[src/design/lcdsp_cfg.svh]
// constants of the lcd driver serial host port: offsets, fields, reset values
// assumes inclusion by bare name from the package and the design modules
//
// What this block does
// - SDA changes only while SCL is low
// - detect START and STOP while SCL high
// - acknowledge every byte received in writes
// - read ends only on STOP or START
// - first write byte loads pointer; invalid ignored
// - pointer advances per byte, saturates at 18h
// - writes accept zero or more data bytes
// - reads start at the current pointer
// - read data driven right after address ack
// - address: fixed prefix plus two strap bits
// - address bit 0 selects write or read
// - SPI uses enable, clock, one data line
// - high enable resets SPI; falling starts it
// - SPI samples on rise, drives after fall
// - SPI bytes shift most significant bit first
// - SPI header: direction, zero bits, pointer
// - SPI invalid pointer ignores the transaction
// - SPI pointer advances after each byte written and at each read byte fetch
// - SPI read drives bytes until enable rises
`ifndef LCDSP_CFG_SVH
`define LCDSP_CFG_SVH

`define LCDSP_NUM_REGS     24
`define LCDSP_PTR_LAST     5'h17
`define LCDSP_PTR_SAT      5'h18
`define LCDSP_PTR_RST      5'h00
`define LCDSP_REG_RST      8'h00
`define LCDSP_RD_EMPTY     8'h00
`define LCDSP_I2C_RW_BIT   0
`define LCDSP_SPI_RW_BIT   7
`define LCDSP_SPI_Z_MSB    6
`define LCDSP_SPI_Z_LSB    5
`define LCDSP_BIT_LAST     3'h7
`define LCDSP_SYNC_RST     7'h78

`endif

[src/design/lcdsp_pkg.sv]
// types of the lcd driver serial host port
// assumes the constants header sits beside it
`include "lcdsp_cfg.svh"
package lcdsp_pkg;
    // byte-level phases of the two-wire target
    typedef enum logic [2:0] {
        LCDSP_I_IDLE,
        LCDSP_I_RX,
        LCDSP_I_ACK,
        LCDSP_I_TX,
        LCDSP_I_RACK
    } lcdsp_i2c_st_t;
    typedef logic [4:0] lcdsp_ptr_t;
    typedef logic [7:0] lcdsp_byte_t;
endpackage

[src/design/lcdsp_sync.sv]
// two-flop synchroniser for a bundle of pin inputs
// assumes each bit is an independent level; no bus coherence
module lcdsp_sync #(
    parameter int               W       = 1,
    parameter logic [W-1:0]     RST_VAL = '0
) (
    input  wire logic         clk,    // block clock
    input  wire logic         rst,    // synchronous reset
    input  wire logic [W-1:0] d,      // asynchronous pins
    output logic      [W-1:0] q       // synchronised levels
);
    logic [W-1:0] meta_r;

    // first stage feeds only the second
    always_ff @(posedge clk) begin
        if (rst) begin
            meta_r <= RST_VAL;
            q      <= RST_VAL;
        end else begin
            meta_r <= d;
            q      <= meta_r;
        end
    end
endmodule

[src/design/lcdsp_port.sv]
// serial host port: two-wire target and three-wire spi into 24 registers
// assumes bus clocks well below clk/4; pins are asynchronous to clk
`include "lcdsp_cfg.svh"
module lcdsp_port
    import lcdsp_pkg::*;
#(
    parameter logic [4:0] ADDR_PREFIX = 5'h15  // arbitrary value
) (
    input  wire logic         clk,             // 10 MHz block clock
    input  wire logic         rst,             // synchronous, active high
    input  wire logic         if_sel,          // 0 two-wire, 1 spi
    input  wire logic         addr_strap_low,  // address bit 1 strap
    input  wire logic         addr_strap_high, // address bit 2 strap
    input  wire logic         i2c_scl,         // two-wire clock pin
    input  wire logic         sda_in,          // two-wire data level
    output logic              sda_out,         // always low when enabled
    output logic              sda_oe,          // high pulls data low
    input  wire logic         spi_ce_n,        // spi chip enable, low active
    input  wire logic         spi_sclk,        // spi clock pin
    input  wire logic         sdio_in,         // spi data level
    output logic              sdio_out,        // spi data driven
    output logic              sdio_oe,         // high while driving
    output logic [4:0]        ptr_out,         // current register pointer
    output logic [191:0]      regs_flat        // register 0 in low byte
);
    // synchronised pins
    logic        scl_s, sda_s, ce_n_s, sdio_s, sclk_s, strap_h_s, strap_l_s;
    logic        scl_d_r, sda_d_r, sclk_d_r;
    logic        scl_rise, scl_fall, sda_rise, sda_fall, start_c, stop_c;
    logic        sclk_rise, sclk_fall;

    // register file and pointer
    lcdsp_byte_t mem_r [`LCDSP_NUM_REGS];
    lcdsp_ptr_t  ptr_r;

    // two-wire state
    lcdsp_i2c_st_t i_st_r;
    logic [2:0]  i_cnt_r;
    logic [1:0]  i_idx_r;
    logic        i_got_r, i_rd_r, i_ign_r;
    lcdsp_byte_t i_sh_r, i_tx_r;
    logic        i_done, i_ptr_ld, i_wr, i_rd_ld;

    // spi state
    logic        s_act;
    logic [2:0]  s_cnt_r;
    logic        s_hdr_r, s_rd_r, s_ign_r, s_txv_r;
    lcdsp_byte_t s_sh_r, s_tx_r, s_b;
    logic        s_ptr_ld, s_wr, s_rd_ld, s_hdr_ok;

    // saturating pointer step
    function automatic lcdsp_ptr_t ptr_step(input lcdsp_ptr_t p);
        ptr_step = (p >= `LCDSP_PTR_SAT) ? `LCDSP_PTR_SAT : p + 5'h01;
    endfunction

    // register read; the parking slot past the end reads as empty
    function automatic lcdsp_byte_t rd_byte(input lcdsp_ptr_t p);
        rd_byte = (p <= `LCDSP_PTR_LAST) ? mem_r[p] : `LCDSP_RD_EMPTY;
    endfunction

    function automatic logic ptr_ok(input lcdsp_ptr_t p);
        ptr_ok = (p <= `LCDSP_PTR_LAST);
    endfunction

    lcdsp_sync #(
        .W       (7),
        .RST_VAL (`LCDSP_SYNC_RST)
    ) u_sync (
        .clk (clk),
        .rst (rst),
        .d   ({i2c_scl, sda_in, spi_ce_n, sdio_in, spi_sclk,
               addr_strap_high, addr_strap_low}),
        .q   ({scl_s, sda_s, ce_n_s, sdio_s, sclk_s, strap_h_s, strap_l_s})
    );

    // previous levels for edge finding
    always_ff @(posedge clk) begin
        if (rst) begin
            scl_d_r  <= 1'b1;
            sda_d_r  <= 1'b1;
            sclk_d_r <= 1'b0;
        end else begin
            scl_d_r  <= scl_s;
            sda_d_r  <= sda_s;
            sclk_d_r <= sclk_s;
        end
    end

    assign scl_rise  = scl_s & ~scl_d_r;
    assign scl_fall  = ~scl_s & scl_d_r;
    assign sda_rise  = sda_s & ~sda_d_r;
    assign sda_fall  = ~sda_s & sda_d_r;
    // data edge with clock high both cycles is a bus condition
    assign start_c   = ~if_sel & scl_s & scl_d_r & sda_fall;
    assign stop_c    = ~if_sel & scl_s & scl_d_r & sda_rise;
    assign sclk_rise = sclk_s & ~sclk_d_r;
    assign sclk_fall = ~sclk_s & sclk_d_r;

    // two-wire byte events, all taken on the clock fall after a byte
    assign i_done   = (i_st_r == LCDSP_I_RX) & scl_fall & i_got_r;
    assign i_ptr_ld = i_done & (i_idx_r == 2'd1) & ptr_ok(i_sh_r[4:0])
                      & (i_sh_r[7:5] == 3'b000);
    assign i_wr     = i_done & (i_idx_r == 2'd2) & ~i_ign_r;
    // next read byte loads on the fall ending an ack slot
    assign i_rd_ld  = scl_fall & ((i_st_r == LCDSP_I_ACK & i_rd_r)
                      | (i_st_r == LCDSP_I_RACK));

    // two-wire sequencer; START restarts from any phase
    always_ff @(posedge clk) begin
        if (rst || if_sel) begin
            i_st_r  <= LCDSP_I_IDLE;
            i_cnt_r <= 3'h0;
            i_idx_r <= 2'd0;
            i_got_r <= 1'b0;
            i_rd_r  <= 1'b0;
            i_ign_r <= 1'b0;
            i_sh_r  <= 8'h00;
            i_tx_r  <= 8'h00;
        end else if (start_c) begin
            i_st_r  <= LCDSP_I_RX;
            i_cnt_r <= 3'h0;
            i_idx_r <= 2'd0;
            i_got_r <= 1'b0;
            i_rd_r  <= 1'b0;
            i_ign_r <= 1'b0;
        end else if (stop_c) begin
            i_st_r  <= LCDSP_I_IDLE;
            i_got_r <= 1'b0;
        end else begin
            unique case (i_st_r)
                LCDSP_I_IDLE: begin
                    i_cnt_r <= 3'h0;
                end
                LCDSP_I_RX: begin
                    if (scl_rise) begin
                        i_sh_r  <= {i_sh_r[6:0], sda_s};
                        i_cnt_r <= i_cnt_r + 3'h1;
                        if (i_cnt_r == `LCDSP_BIT_LAST) begin
                            i_got_r <= 1'b1;
                        end
                    end else if (i_done) begin
                        i_got_r <= 1'b0;
                        i_cnt_r <= 3'h0;
                        if (i_idx_r == 2'd0 &&
                            i_sh_r[7:1] != {ADDR_PREFIX, strap_h_s, strap_l_s}) begin
                            i_st_r <= LCDSP_I_IDLE;
                        end else begin
                            i_st_r <= LCDSP_I_ACK;
                        end
                        if (i_idx_r == 2'd0) begin
                            i_rd_r <= i_sh_r[`LCDSP_I2C_RW_BIT];
                        end
                        if (i_idx_r == 2'd1) begin
                            // bad pointer voids the rest, acks still given
                            i_ign_r <= ~i_ptr_ld;
                        end
                        if (i_idx_r != 2'd2) begin
                            i_idx_r <= i_idx_r + 2'd1;
                        end
                    end
                end
                LCDSP_I_ACK: begin
                    if (scl_fall) begin
                        if (i_rd_r) begin
                            i_st_r  <= LCDSP_I_TX;
                            i_tx_r  <= rd_byte(ptr_r);
                            i_cnt_r <= 3'h0;
                        end else begin
                            i_st_r <= LCDSP_I_RX;
                        end
                    end
                end
                LCDSP_I_TX: begin
                    // shift only on the fall so SDA moves while SCL is low
                    if (scl_fall) begin
                        if (i_cnt_r == `LCDSP_BIT_LAST) begin
                            i_st_r <= LCDSP_I_RACK;
                        end else begin
                            i_tx_r  <= {i_tx_r[6:0], 1'b0};
                            i_cnt_r <= i_cnt_r + 3'h1;
                        end
                    end
                end
                LCDSP_I_RACK: begin
                    // controller ack level is not looked at
                    if (scl_fall) begin
                        i_st_r  <= LCDSP_I_TX;
                        i_tx_r  <= rd_byte(ptr_r);
                        i_cnt_r <= 3'h0;
                    end
                end
            endcase
        end
    end

    // open drain: release for ones, pull for zeros and acks
    assign sda_out = 1'b0;
    assign sda_oe  = ~if_sel & ((i_st_r == LCDSP_I_ACK)
                     | (i_st_r == LCDSP_I_TX & ~i_tx_r[7]));

    // spi runs only while enable is low
    assign s_act    = if_sel & ~ce_n_s;
    assign s_b      = {s_sh_r[6:0], sdio_s};
    assign s_hdr_ok = (s_b[`LCDSP_SPI_Z_MSB:`LCDSP_SPI_Z_LSB] == 2'b00)
                      & ptr_ok(s_b[4:0]);
    assign s_ptr_ld = s_act & sclk_rise & (s_cnt_r == `LCDSP_BIT_LAST)
                      & ~s_hdr_r & s_hdr_ok;
    assign s_wr     = s_act & sclk_rise & (s_cnt_r == `LCDSP_BIT_LAST)
                      & s_hdr_r & ~s_rd_r & ~s_ign_r;
    assign s_rd_ld  = s_act & sclk_fall & s_hdr_r & s_rd_r & ~s_ign_r
                      & (s_cnt_r == 3'h0);

    // spi receiver; raised enable clears any half byte
    always_ff @(posedge clk) begin
        if (rst || !s_act) begin
            s_cnt_r <= 3'h0;
            s_hdr_r <= 1'b0;
            s_rd_r  <= 1'b0;
            s_ign_r <= 1'b0;
            s_sh_r  <= 8'h00;
        end else if (sclk_rise) begin
            s_sh_r  <= s_b;
            s_cnt_r <= s_cnt_r + 3'h1;
            if (s_cnt_r == `LCDSP_BIT_LAST && !s_hdr_r) begin
                s_hdr_r <= 1'b1;
                s_rd_r  <= s_b[`LCDSP_SPI_RW_BIT];
                s_ign_r <= ~s_hdr_ok;
            end
        end
    end

    // spi transmitter; next bit appears after each falling clock
    always_ff @(posedge clk) begin
        if (rst || !s_act) begin
            s_tx_r  <= 8'h00;
            s_txv_r <= 1'b0;
        end else if (s_rd_ld) begin
            s_tx_r  <= rd_byte(ptr_r);
            s_txv_r <= 1'b1;
        end else if (sclk_fall && s_txv_r) begin
            s_tx_r  <= {s_tx_r[6:0], 1'b0};
        end
    end

    assign sdio_out = s_tx_r[7];
    assign sdio_oe  = s_act & s_txv_r;

    // one pointer shared by both ports; only the selected one acts
    always_ff @(posedge clk) begin
        if (rst) begin
            ptr_r <= `LCDSP_PTR_RST;
        end else if (i_ptr_ld) begin
            ptr_r <= i_sh_r[4:0];
        end else if (s_ptr_ld) begin
            ptr_r <= s_b[4:0];
        end else if (i_wr || i_rd_ld || s_wr || s_rd_ld) begin
            ptr_r <= ptr_step(ptr_r);
        end
    end

    // register writes; the parking slot past the end holds nothing
    always_ff @(posedge clk) begin
        if (rst) begin
            for (int k = 0; k < `LCDSP_NUM_REGS; k++) begin
                mem_r[k] <= `LCDSP_REG_RST;
            end
        end else if (ptr_ok(ptr_r)) begin
            if (i_wr) begin
                mem_r[ptr_r] <= i_sh_r;
            end else if (s_wr) begin
                mem_r[ptr_r] <= s_b;
            end
        end
    end

    // flatten registers for the display logic
    always_comb begin
        regs_flat = '0;
        for (int k = 0; k < `LCDSP_NUM_REGS; k++) begin
            regs_flat[k*8 +: 8] = mem_r[k];
        end
    end

    assign ptr_out = ptr_r;
endmodule

[config.mk]
export PLATFORM = sky130hd
export DESIGN_NAME = lcdsp_port
export DESIGN_NICKNAME = d
export VERILOG_FILES = /design/src/design/lcdsp_pkg.sv /design/src/design/lcdsp_sync.sv /design/src/design/lcdsp_port.sv
export VERILOG_INCLUDE_DIRS = /design/src /design/src/design
export SDC_FILE = /design/constraint.sdc
export NUM_CORES = 1
export LEC_CHECK = 0
export BUFFER_PORTS_ARGS = -buffer_cell sky130_fd_sc_hd__buf_2
export CAP_MARGIN = 5
export CELL_PAD_IN_SITES_DETAIL_PLACEMENT = 1
export CELL_PAD_IN_SITES_GLOBAL_PLACEMENT = 1
export CORE_AREA = 2 2 175 177
export CTS_CLUSTER_SIZE = 10
export DETAILED_ROUTE_END_ITERATION = 8
export DIE_AREA = 0 0 177 179
export GPL_TIMING_DRIVEN = 0
export PLACE_DENSITY = 0.93
export SETUP_SLACK_MARGIN = 0.5
export SLEW_MARGIN = 10
export SYNTH_ARGS = -nofsm -noshare
export SYNTH_HDL_FRONTEND = slang
export SYNTH_SLANG_ARGS = --single-unit
[constraint.sdc]
create_clock -name clk -period 3.4 [get_ports clk]
set_input_delay 0.68 -clock clk [delete_from_list [all_inputs] [get_ports clk]]
set_output_delay 0.68 -clock clk [all_outputs]
set_load 0.03 [all_outputs]
* Word-level counts from Yosys, hierarchy flattened
Memory sizes are Yosys's and may differ from the RTL's. A register that Yosys moved wholly into a read port is not among the register bits.
Index checks and enable logic that the tools add are counted.
** Word-level totals
- Register bits :: 71
- Memory bits (writable) :: 192
- Input bits :: 10
- Output and inout bits :: 201
- Word-level logic and storage cells :: 200
- Memories :: 1
** Memory list
- mem_r :: depth 24, bits a word 8, read ports 25, clocked after memory_dff 1, write ports 24, line lcdsp_port.sv:33 : lcdsp_byte_t mem_r [`LCDSP_NUM_REGS];
** Cells by class
- Add/sub/neg operators :: 4
- Magnitude comparators :: 4
- Equal/unequal tests :: 26
- Muxes and demuxes :: 52
- Bitwise operators :: 57
- Reductions and logical operators :: 34
** Operator list (number)
- $mux 8 :: 10
- $mux 3 :: 13
- $and 1x1->1 :: 36
- $mux 5 :: 7
- $ne 4x4->1 const B :: 6
- $pmux 8 s3 :: 1
- $reduce_and 7->1 :: 3
- $ne 2x2->1 const B :: 9
- $not 1->1 :: 18
- $mux 1 :: 17
- $le 5x5->1 const B :: 3
- $pmux 3 s5 :: 1
- $reduce_and 5->1 :: 3
- $pmux 3 s4 :: 1
- $eq 3x3->1 const B :: 3
- $logic_not 3->1 :: 3
- $reduce_and 8->1 :: 1
- $reduce_or 8->1 :: 1
- $ne 7x7->1 :: 1
- $add 3x1->3 const B :: 2
- $eq 3x2->1 const B :: 2
- $reduce_bool 3->1 :: 2
- $reduce_bool 6->1 :: 1
- $add 5x1->5 const B :: 1
- other kinds (20) :: 32

* Longest topological paths before layout
Gate-level depths: netlist of the first run.
- Depth after elaboration :: 15
- Depth in mapped cells :: 8
- Mapped depth without buffers :: 8

* Hierarchy
Synthesis of the first run repeated with hierarchy kept, for this count alone.
** Second synthesis, totals
- Cells, all modules :: 1194
- Area total of the unflattened synthesis :: 14762.9 um2
** Modules (own cells, without submodules)
- lcdsp_port :: instances 1, cells an instance 1165, area each 14378.8 um2, sequential area each 8928.6 um2
- lcdsp_sync :: instances 1, cells an instance 29, area each 384.1 um2, sequential area each 280.3 um2

* Least setup slack after synthesis of the first run
OpenSTA, ideal clock, no wires.
- Kind :: input -> register
- From :: input if_sel
- To :: memory mem_r[1][0] (netlist bit) (enable)
- Library setup time :: 0.334 ns
- Arrival :: 1.938 ns
- Required time :: 3.066 ns
- Slack :: 1.128 ns
- Stages :: 7
- Buffers on the path :: 1
- Cells stage by stage :: and4bb_2 -> nand4b_1 -> a21boi_2 -> and2_1 -> buf_2 -> nand2_1 -> nand2b_1
** RTL lines
- start: declaration :: line lcdsp_port.sv:11 : input wire logic if_sel,
- end: declaration :: line lcdsp_port.sv:33

==> flow_metrics.tcl, run 1 <==
set metrics [dict create \
    holdWs_ns 0.337 \
    crit_path_max_incr_delay_ns 0.47 \
    maxSlewHeadroom_pct 34.7 \
    placementRows 64 \
    io_buffers 209 \
    cts_htree_levels 2 \
    syn_area_um2 14700 \
    dieWidth_um 177 \
    synthDistinctLibCells 64 \
    final.min_clock_period_ns 2.78 \
    synth_top_family_by_area "simple AND/OR/NAND/NOR gates" \
    place_congestion 0.911 \
    hpwl_mm 37.9 \
    p_switching_w 0.00204 \
    synth_xor_xnor_area_share_pct 0.297 \
    setup_viol 0 \
    cts_sinks 332 \
    maxCapViolations 0 \
    wl_per_cell_um 27.7 \
    worstSkewPairLatency_ns 0.53 \
    io_pins 211 \
    rr_endpoint "mem_r[7][4]" \
    drtIter0Drc 1558 \
    grt_max_degree 12 \
    outcome "complete, no violations" \
    min-delay-start "spi_ce_n" \
    postCtsHoldBufs 0 \
    drt.antenna.violating_nets 0 \
    grt_pass1_wl_mm 78.5 \
    worstRegToRegCells 7 \
    fin_worst_skew_ns 0.0186 \
    max_freq_mhz 360 \
    overflow 0 \
    start_kind "register" \
    reg2reg_slack_ns 0.62 \
    nNetsFinal 1555 \
    start_util_pct 49.1 \
    drt-total-wl_mm 54.1 \
    power.leakage_nw 6.47 \
    p_int_w 0.00675 \
    core_um2 30000 \
    yosys_warnings 0 \
    tns_ns 0 \
    clk_pin_slew_ns 0.06 \
    synth_area_per_cell_um2 12.1 \
    numCtsBuffers 39 \
    hp-class "input pin to register" \
    critPathMaxFanout 9 \
    dieArea_um2 31700 \
    switching_share_pct 23.2 \
    synth_top_flop_cell "edfxtp_1" \
    synthArstFlopShare_pct 0 \
    min_to "u_sync.meta_r[4]" \
    slew_violations 0 \
    hold_viol_final 0 \
    synthMuxAreaShare_pct 10.3 \
    cts_setup_buffers 0 \
    cp.arrival_ns 2.99 \
    cts-root-buf "clkbuf_16" \
    crit_slowest_cell "dfxtp_1" \
    vias_per_cell 6.19 \
    grt_use_total_pct 33.9 \
    tightest_slew_ns 0.972 \
    synth_cells 1219 \
    cts_resized 2 \
    grt_pass1_vias 12400 \
    clockPowerShare_pct 42.9 \
    layout-drive-gt1-share_pct 23.0 \
    antenna_found_initial 1 \
    route.detailed.drc 0 \
    cts_tree "yes" \
    p_comb_share_pct 5.3 \
    holdPathStages 2 \
    crit_type "register to register" \
    die_h_um 179 \
    cp-end-kind "register" \
    power_frac_seq_pct 51.8 \
    post_synth_and_or_nand_nor_area_fraction_pct 14.5 \
    reg2reg_from "i_st_r[0]" \
    synthAdderAreaFrac_pct 1.02 \
    critPathRequiredTime_ns 3.61 \
    dr_total_vias 12100 \
    synth_edf_count 256 \
    yosysSeqAreaShare_pct 62.5 \
    ys_ff_latch 332 \
    rsz0062_at_grt "no" \
    synth-compound-area-share_pct 7.73 \
    path_cells "and4bb_1 -> nand4b_2 -> a21boi_2 -> and2_1 -> buf_2 -> nand2_1 -> nand2b_4" \
    clockBufferDepth 3 \
    min_period_over_period_pct 81.7 \
    power.density_nw_per_um2 497 \
    area_delta_synth_final_pct 20.0 \
    ir_drop_mv 0.434 \
    drt_pass1_iterations 7 \
]
[final cells by class]
class	instances	area, um2
fillers	3179	12400
flip-flops and latches	332	9210
multi-input cells	855	5300
clock buffers	61	1080
repair buffers	209	1050
well taps	396	495
plain buffers	74	453
inverters	22	82.6
clock inverters	1	8.76
diodes	1	2.50
[cell families (layout without fill, tap and decap cells)]
logic type               count (synthesis)  in the layout
multiplexers                           142            142
flip-flops                             332            332
other                                    1             66
buffers and inverters                   96            367
XOR/XNOR                                 5              5
AND/OR/NAND/NOR                        457            457
AO/OA/AOI/OAI                          174            174
adder cells (fa/ha/maj)                 12             12
[placed cells by master, fill, tap and decap left out, types with 6 or more instances in the layout]
master / n
nand2_2: 6
clkbuf_1: 48
and2_1: 9
nand2_1: 80
inv_2: 8
nor3_1: 7
inv_1: 13
edfxtp_1: 256
nand2b_2: 22
or2_2: 13
mux2i_4: 8
a22oi_1: 75
buf_2: 230
clkbuf_16: 40
nand4_1: 12
mux2i_1: 133
buf_6: 16
a21oi_1: 49
nor2b_1: 22
nor2_1: 218
dfxtp_1: 76
nand3_1: 35
nand2b_1: 9
o21ai_0: 22
ha_1: 12
conb_1: 65
[per-stage QoR]
stage	utilization, %	total power [W]	instances	setup WS [ns]	area [um2]
2_1_floorplan	-	0.00489	1283	1.13	15000
3_3_place_gp	55.0	0.00505	1888	0.235	16500
3_5_place_dp	55.0	0.00507	1888	0.132	16500
4_1_cts	58.6	0.00876	1950	0.507	17600
5_1_grt	58.9	0.00894	1951	0.511	17700
6_report	58.9	0.00879	1951	0.621	17700
[flip-flops by register name (all words and copies together), names as in the netlist, 2 cells and up, named ones only]
signal         flops
i_cnt_r            3
s_tx_r             8
s_sh_r             7
mem_r            256
i_tx_r             8
s_cnt_r            3
i_st_r             3
i_idx_r            2
ptr_out            5
i_sh_r             8
u_sync.q           7
u_sync.meta_r      7
[power groups by stage]
stage / combinational, W / clock (W) / sequential [W]
6_report: 0.000462 / 0.00377 / 0.00455
5_1_grt: 0.000482 / 0.00390 / 0.00456
4_1_cts: 0.000448 / 0.00376 / 0.00455
3_5_place_dp: 0.000441 / 0 / 0.00463
3_3_place_gp: 0.000426 / 0 / 0.00462
2_1_floorplan: 0.000126 / 0 / 0.00477
[how the worst max path moves through the flow]
stage                          start      endpoint  depth (start not counted)
after floorplan               if_sel   mem_r[1][0]                          7
after global placement        if_sel   mem_r[7][5]                          8
after detailed placement      if_sel   mem_r[7][4]                          8
after CTS                 s_cnt_r[0]  mem_r[12][5]                          8
after global routing       i_st_r[0]   mem_r[5][2]                          7
final                      i_st_r[0]   mem_r[7][4]                          7
[cell usage after synthesis (3+ instances only)]
library cell,n,area (um2)
ha_1,12,150
edfxtp_1,256,7690
a21oi_1,49,245
a31oi_1,5,31.3
nand2_2,6,37.5
or2_2,13,81.3
mux2i_4,8,180
inv_1,13,48.8
nor2_1,218,818
o21ai_0,22,110
buf_2,21,105
a22oi_1,75,563
buf_6,16,180
nor3_1,7,35.0
nor2b_1,22,138
a211oi_1,3,22.5
buf_1,5,18.8
buf_4,3,22.5
and3_1,3,18.8
clkbuf_1,28,105
nand2_1,80,300
nand4_1,12,75.1
mux2i_1,133,1330
a211o_1,4,35.0
inv_2,8,30.0
xnor2_1,5,43.8
dfxtp_1,76,1520
nand3_1,35,175
nand2b_1,32,200
and2_1,9,56.3
[routing by layer]
metal  routed length (um)  share of wire (%)  vias up  track usage, %
li1                     -                  -     4958               -
met2                26400                 49      849            57.2
met3                 5290                9.8      196            6.09
met5                    0                  0        -               0
met1                20000                 37     6081            42.9
met4                 2470                4.6        0            14.8
[worst max-delay path, delay by kind of cell (launching register included)]
family          cells  cell delay (ns)
simple gates        5             1.42
flops               1             0.47
buf+inv             1             0.28
compound gates      1             0.26
(Power assumes the default switching activity.)
==> run 2: changes to the inputs <==
--- a/config.mk
+++ b/config.mk
@@ -6,16 +6,17 @@
 export SDC_FILE = /design/constraint.sdc
 export NUM_CORES = 1
 export LEC_CHECK = 0
+export ABC_AREA = 1
 export BUFFER_PORTS_ARGS = -buffer_cell sky130_fd_sc_hd__buf_2
 export CAP_MARGIN = 5
 export CELL_PAD_IN_SITES_DETAIL_PLACEMENT = 1
 export CELL_PAD_IN_SITES_GLOBAL_PLACEMENT = 1
-export CORE_AREA = 2 2 175 177
+export CORE_AREA = 2 2 198 200
 export CTS_CLUSTER_SIZE = 10
 export DETAILED_ROUTE_END_ITERATION = 8
-export DIE_AREA = 0 0 177 179
+export DIE_AREA = 0 0 200 202
 export GPL_TIMING_DRIVEN = 0
-export PLACE_DENSITY = 0.93
+export PLACE_DENSITY = 0.83
 export SETUP_SLACK_MARGIN = 0.5
 export SLEW_MARGIN = 10
 export SYNTH_ARGS = -nofsm -noshare
==> constraint.sdc (replaced) <==
create_clock -name clk -period 2.28 [get_ports clk]
set_input_delay 0.456 -clock clk [delete_from_list [all_inputs] [get_ports clk]]
set_output_delay 0.456 -clock clk [all_outputs]
set_load 0.03 [all_outputs]
==> run 2 against run 1 <==
Against the previous run:
- critical path depth rose by 2
- highest routed layer unchanged
- power rose by 51%
- sequential power rose by 50%
- non-clock buffer count rose by 65
- critical path type unchanged
- clock skew rose by 0.011 ns
- hold slack got worse by 0.22 ns
- combinational power rose by 88%
- register-to-register slack got worse by 0.47 ns
- sequential cell count did not move
- maximum frequency rose by 30%
- wire length rose by 11%
- synthesized cell count rose by 29%
==> flow_metrics.tcl, run 2 <==
set metrics [dict create \
    power.density_nw_per_um2 671 \
    area_delta_synth_final_pct 30.4 \
    start_kind "register" \
    p_comb_share_pct 6.6 \
    synth_area_per_cell_um2 9.64 \
    slew_violations 0 \
    stdcell_area_um2 19800 \
    post_synth_and_or_nand_nor_area_fraction_pct 27.9 \
    io_buffers 209 \
    synth_xor_xnor_area_share_pct 0 \
    synth_cells 1573 \
    yosys-top-cells-count "388 x nand2_1, 256 x edfxtp_1, 227 x nor2_1" \
    drt-total-wl_mm 60.1 \
    maxSlewHeadroom_pct 25.0 \
    tightest_slew_ns 1.12 \
    synth_area_leader_cell "edfxtp_1" \
    synth_edf_count 256 \
    clockBufferDepth 3 \
    wl_per_cell_um 24.2 \
    seq_area_um2 9220 \
    place_congestion 0.900 \
    ys_ff_latch 332 \
    grt_pass1_wl_mm 86.6 \
    p_switching_w 0.00321 \
    critPathMaxFanout 10 \
    numCtsBuffers 39 \
    drt.antenna.violating_nets 0 \
    worstSkewPairLatency_ns 0.55 \
    setup_viol 0 \
    dieWidth_um 200 \
    start_util_pct 39.6 \
    largest_reg_flops 256 \
    cts_sinks 332 \
    yosysSeqAreaShare_pct 60.7 \
    cts_tree "yes" \
    fill_cells 4352 \
    overflow 0 \
    hp-class "input pin to register" \
    postPlaceCellArea_um2 17400 \
    max_freq_mhz 469 \
    cp.arrival_ns 2.42 \
    outcome "complete, no violations" \
    power_w 0.0133 \
    crit_top_cell "buf_12" \
    final_cells 2480 \
    top_register "mem_r" \
    drt_pass1_iterations 5 \
    path_cells "buf_12 -> nand2_8 -> inv_4 -> nor2_4 -> nand4_4 -> buf_12 -> o21ai_4 -> buf_6 -> nor2_1" \
    final.min_clock_period_ns 2.13 \
    hold_viol_final 0 \
    rsz0062_at_grt "yes" \
    grt_use_total_pct 29.1 \
    fin_worst_skew_ns 0.0296 \
    layout_common_cells "349 x nand2_1, 256 x edfxtp_1, 220 x nor2_1" \
    synth_top_flop_cell "edfxtp_1" \
    yosys_warnings 0 \
    critical_path.top_delay_family "buffers and inverters" \
    grt_max_degree 12 \
    dr_total_vias 13800 \
    cp-end-kind "register" \
    crit_start "ptr_out[3]" \
    route.detailed.drc 0 \
    multiInputGateArea_um2 6010 \
    clk_pin_slew_ns 0.05 \
    placementRows 72 \
    cts-root-buf "clkbuf_16" \
    crit_slowest_cell "dfxtp_4" \
    synth_top_family_by_area "simple AND/OR/NAND/NOR gates" \
    dieArea_um2 40400 \
    dpl.cell_count 2364 \
    vias_per_cell 5.54 \
    postCtsHoldBufs 0 \
    clockPowerShare_pct 41.9 \
    diodes 0 \
    syn_area_um2 15200 \
    io_pins 211 \
    drtIter0Drc 1062 \
    hpwl_mm 41.6 \
    grt_pass1_vias 14400 \
    tns_ns 0 \
    min_period_over_period_pct 93.4 \
    synth.most_common_cell "nand2_1" \
    cts_htree_levels 2 \
    synthArstFlopShare_pct 0 \
    reg2reg_from "ptr_out[3]" \
    timing.critical_path.buf_inv 4 \
    synthMuxAreaShare_pct 0 \
    p_int_w 0.0100 \
    critPathRequiredTime_ns 2.57 \
    ir_drop_mv 0.471 \
    crit_type "register to register" \
    final_common_cell "nand2_1" \
    min-delay-start "spi_ce_n" \
    ys_top_cells_by_area "edfxtp_1 51%, dfxtp_1 10%, nand2_1 9.6%" \
    die_h_um 202 \
    yosysTopAreaCellShare_pct 50.7 \
    antenna_found_initial 0 \
    synthAdderAreaFrac_pct 0.990 \
    maxCapViolations 0 \
    power_frac_seq_pct 51.5 \
    crit_path_max_incr_delay_ns 0.36 \
    synth-compound-area-share_pct 5.39 \
    synthDistinctLibCells 35 \
    switching_share_pct 24.2 \
    layout-drive-gt1-share_pct 28.2 \
    nNetsFinal 1964 \
    core_um2 38300 \
    power.leakage_nw 8.34 \
]
run 2: changes by cell type after synthesis, sizes merged, moves of 7 or more:
cell    before  now
and2        10    0
mux2i      141    0
inv         21   79
nand3       36  227
a21oi       49   67
buf         46   39
nor2       218  236
nor2b       22    0
clkbuf      28   45
nand2b      33    0
o21ai       23   69
nand2       86  418
nand4       12   19
a22oi       75    0
run 2: power by group through the flow:
stage / Sequential, W / Combinational, W / Clock [W]
global route: 0.00685 / 0.000922 / 0.00575
floorplan: 0.00719 / 0.000257 / 0
global placement: 0.00694 / 0.000799 / 0
CTS: 0.00683 / 0.000848 / 0.00556
detailed placement: 0.00695 / 0.000822 / 0
finish: 0.00683 / 0.000868 / 0.00555
run 2: cell type report:
cell class / instances / area share [%]
clock buffer: 58 / 5.30
buffer: 84 / 4.37
tap: 518 / 3.28
multi-input combinational: 1142 / 30.4
inverter: 79 / 1.67
sequential: 332 / 46.7
clock inverter: 3 / 0.0886
timing repair buffer: 264 / 8.24
run 2: path summary, 6_finish.rpt:
kind	endpoint	cells past startpoint	slack [ns]
worst max-delay path	mem_r[9][6]	9	0.15
worst min-delay path	u_sync.meta_r[4]	2	0.11
worst max register to register	mem_r[9][6]	9	0.15
worst min register to register	u_sync.q[2]	2	0.39
run 2: logic make-up after synthesis:
group           Yosys count
compound gates          142
simple gates            923
flops                   332
fa+ha+maj                12
other cells               1
buf+inv                 163
run 2: worst register-to-register path, cell delays in order (launching register included):
cell     delay (ns)
dfxtp_4        0.36
buf_12         0.16
nand2_8        0.12
inv_4          0.05
nor2_4         0.19
nand4_4        0.18
buf_12         0.21
o21ai_4        0.29
buf_6          0.24
nor2_1         0.08
run 2: what timing repair did:
action                                  in CTS  in global routing
endpoints found under the setup margin     496                506
resized for setup                          167                 61
gates cloned                                 1                  0
setup buffers                               40                 14
pin swaps                                   31                 13
run 2: through the flow:
step                      hold WS, ns  worst slack (ns)  util [%]
final                           0.113             0.150      51.6
after global routing            0.118             0.104      51.6
after CTS                      0.0972             0.198      50.8
after detailed placement        0.392            -0.275      45.4
after global placement          0.390            -0.267      45.4
after floorplan                 0.381             0.357         -
run 2: per-layer routing:
metal | part of all wire [%] | GRT usage, % | wire length (um) | up-vias
met5 | 0 | 0 | 0 | -
met4 | 5.7 | 16.5 | 3430 | 0
met2 | 49 | 49.5 | 29300 | 718
met1 | 38 | 34.5 | 22600 | 6846
li1 | - | - | - | 5985
met3 | 7.9 | 5.32 | 4740 | 202
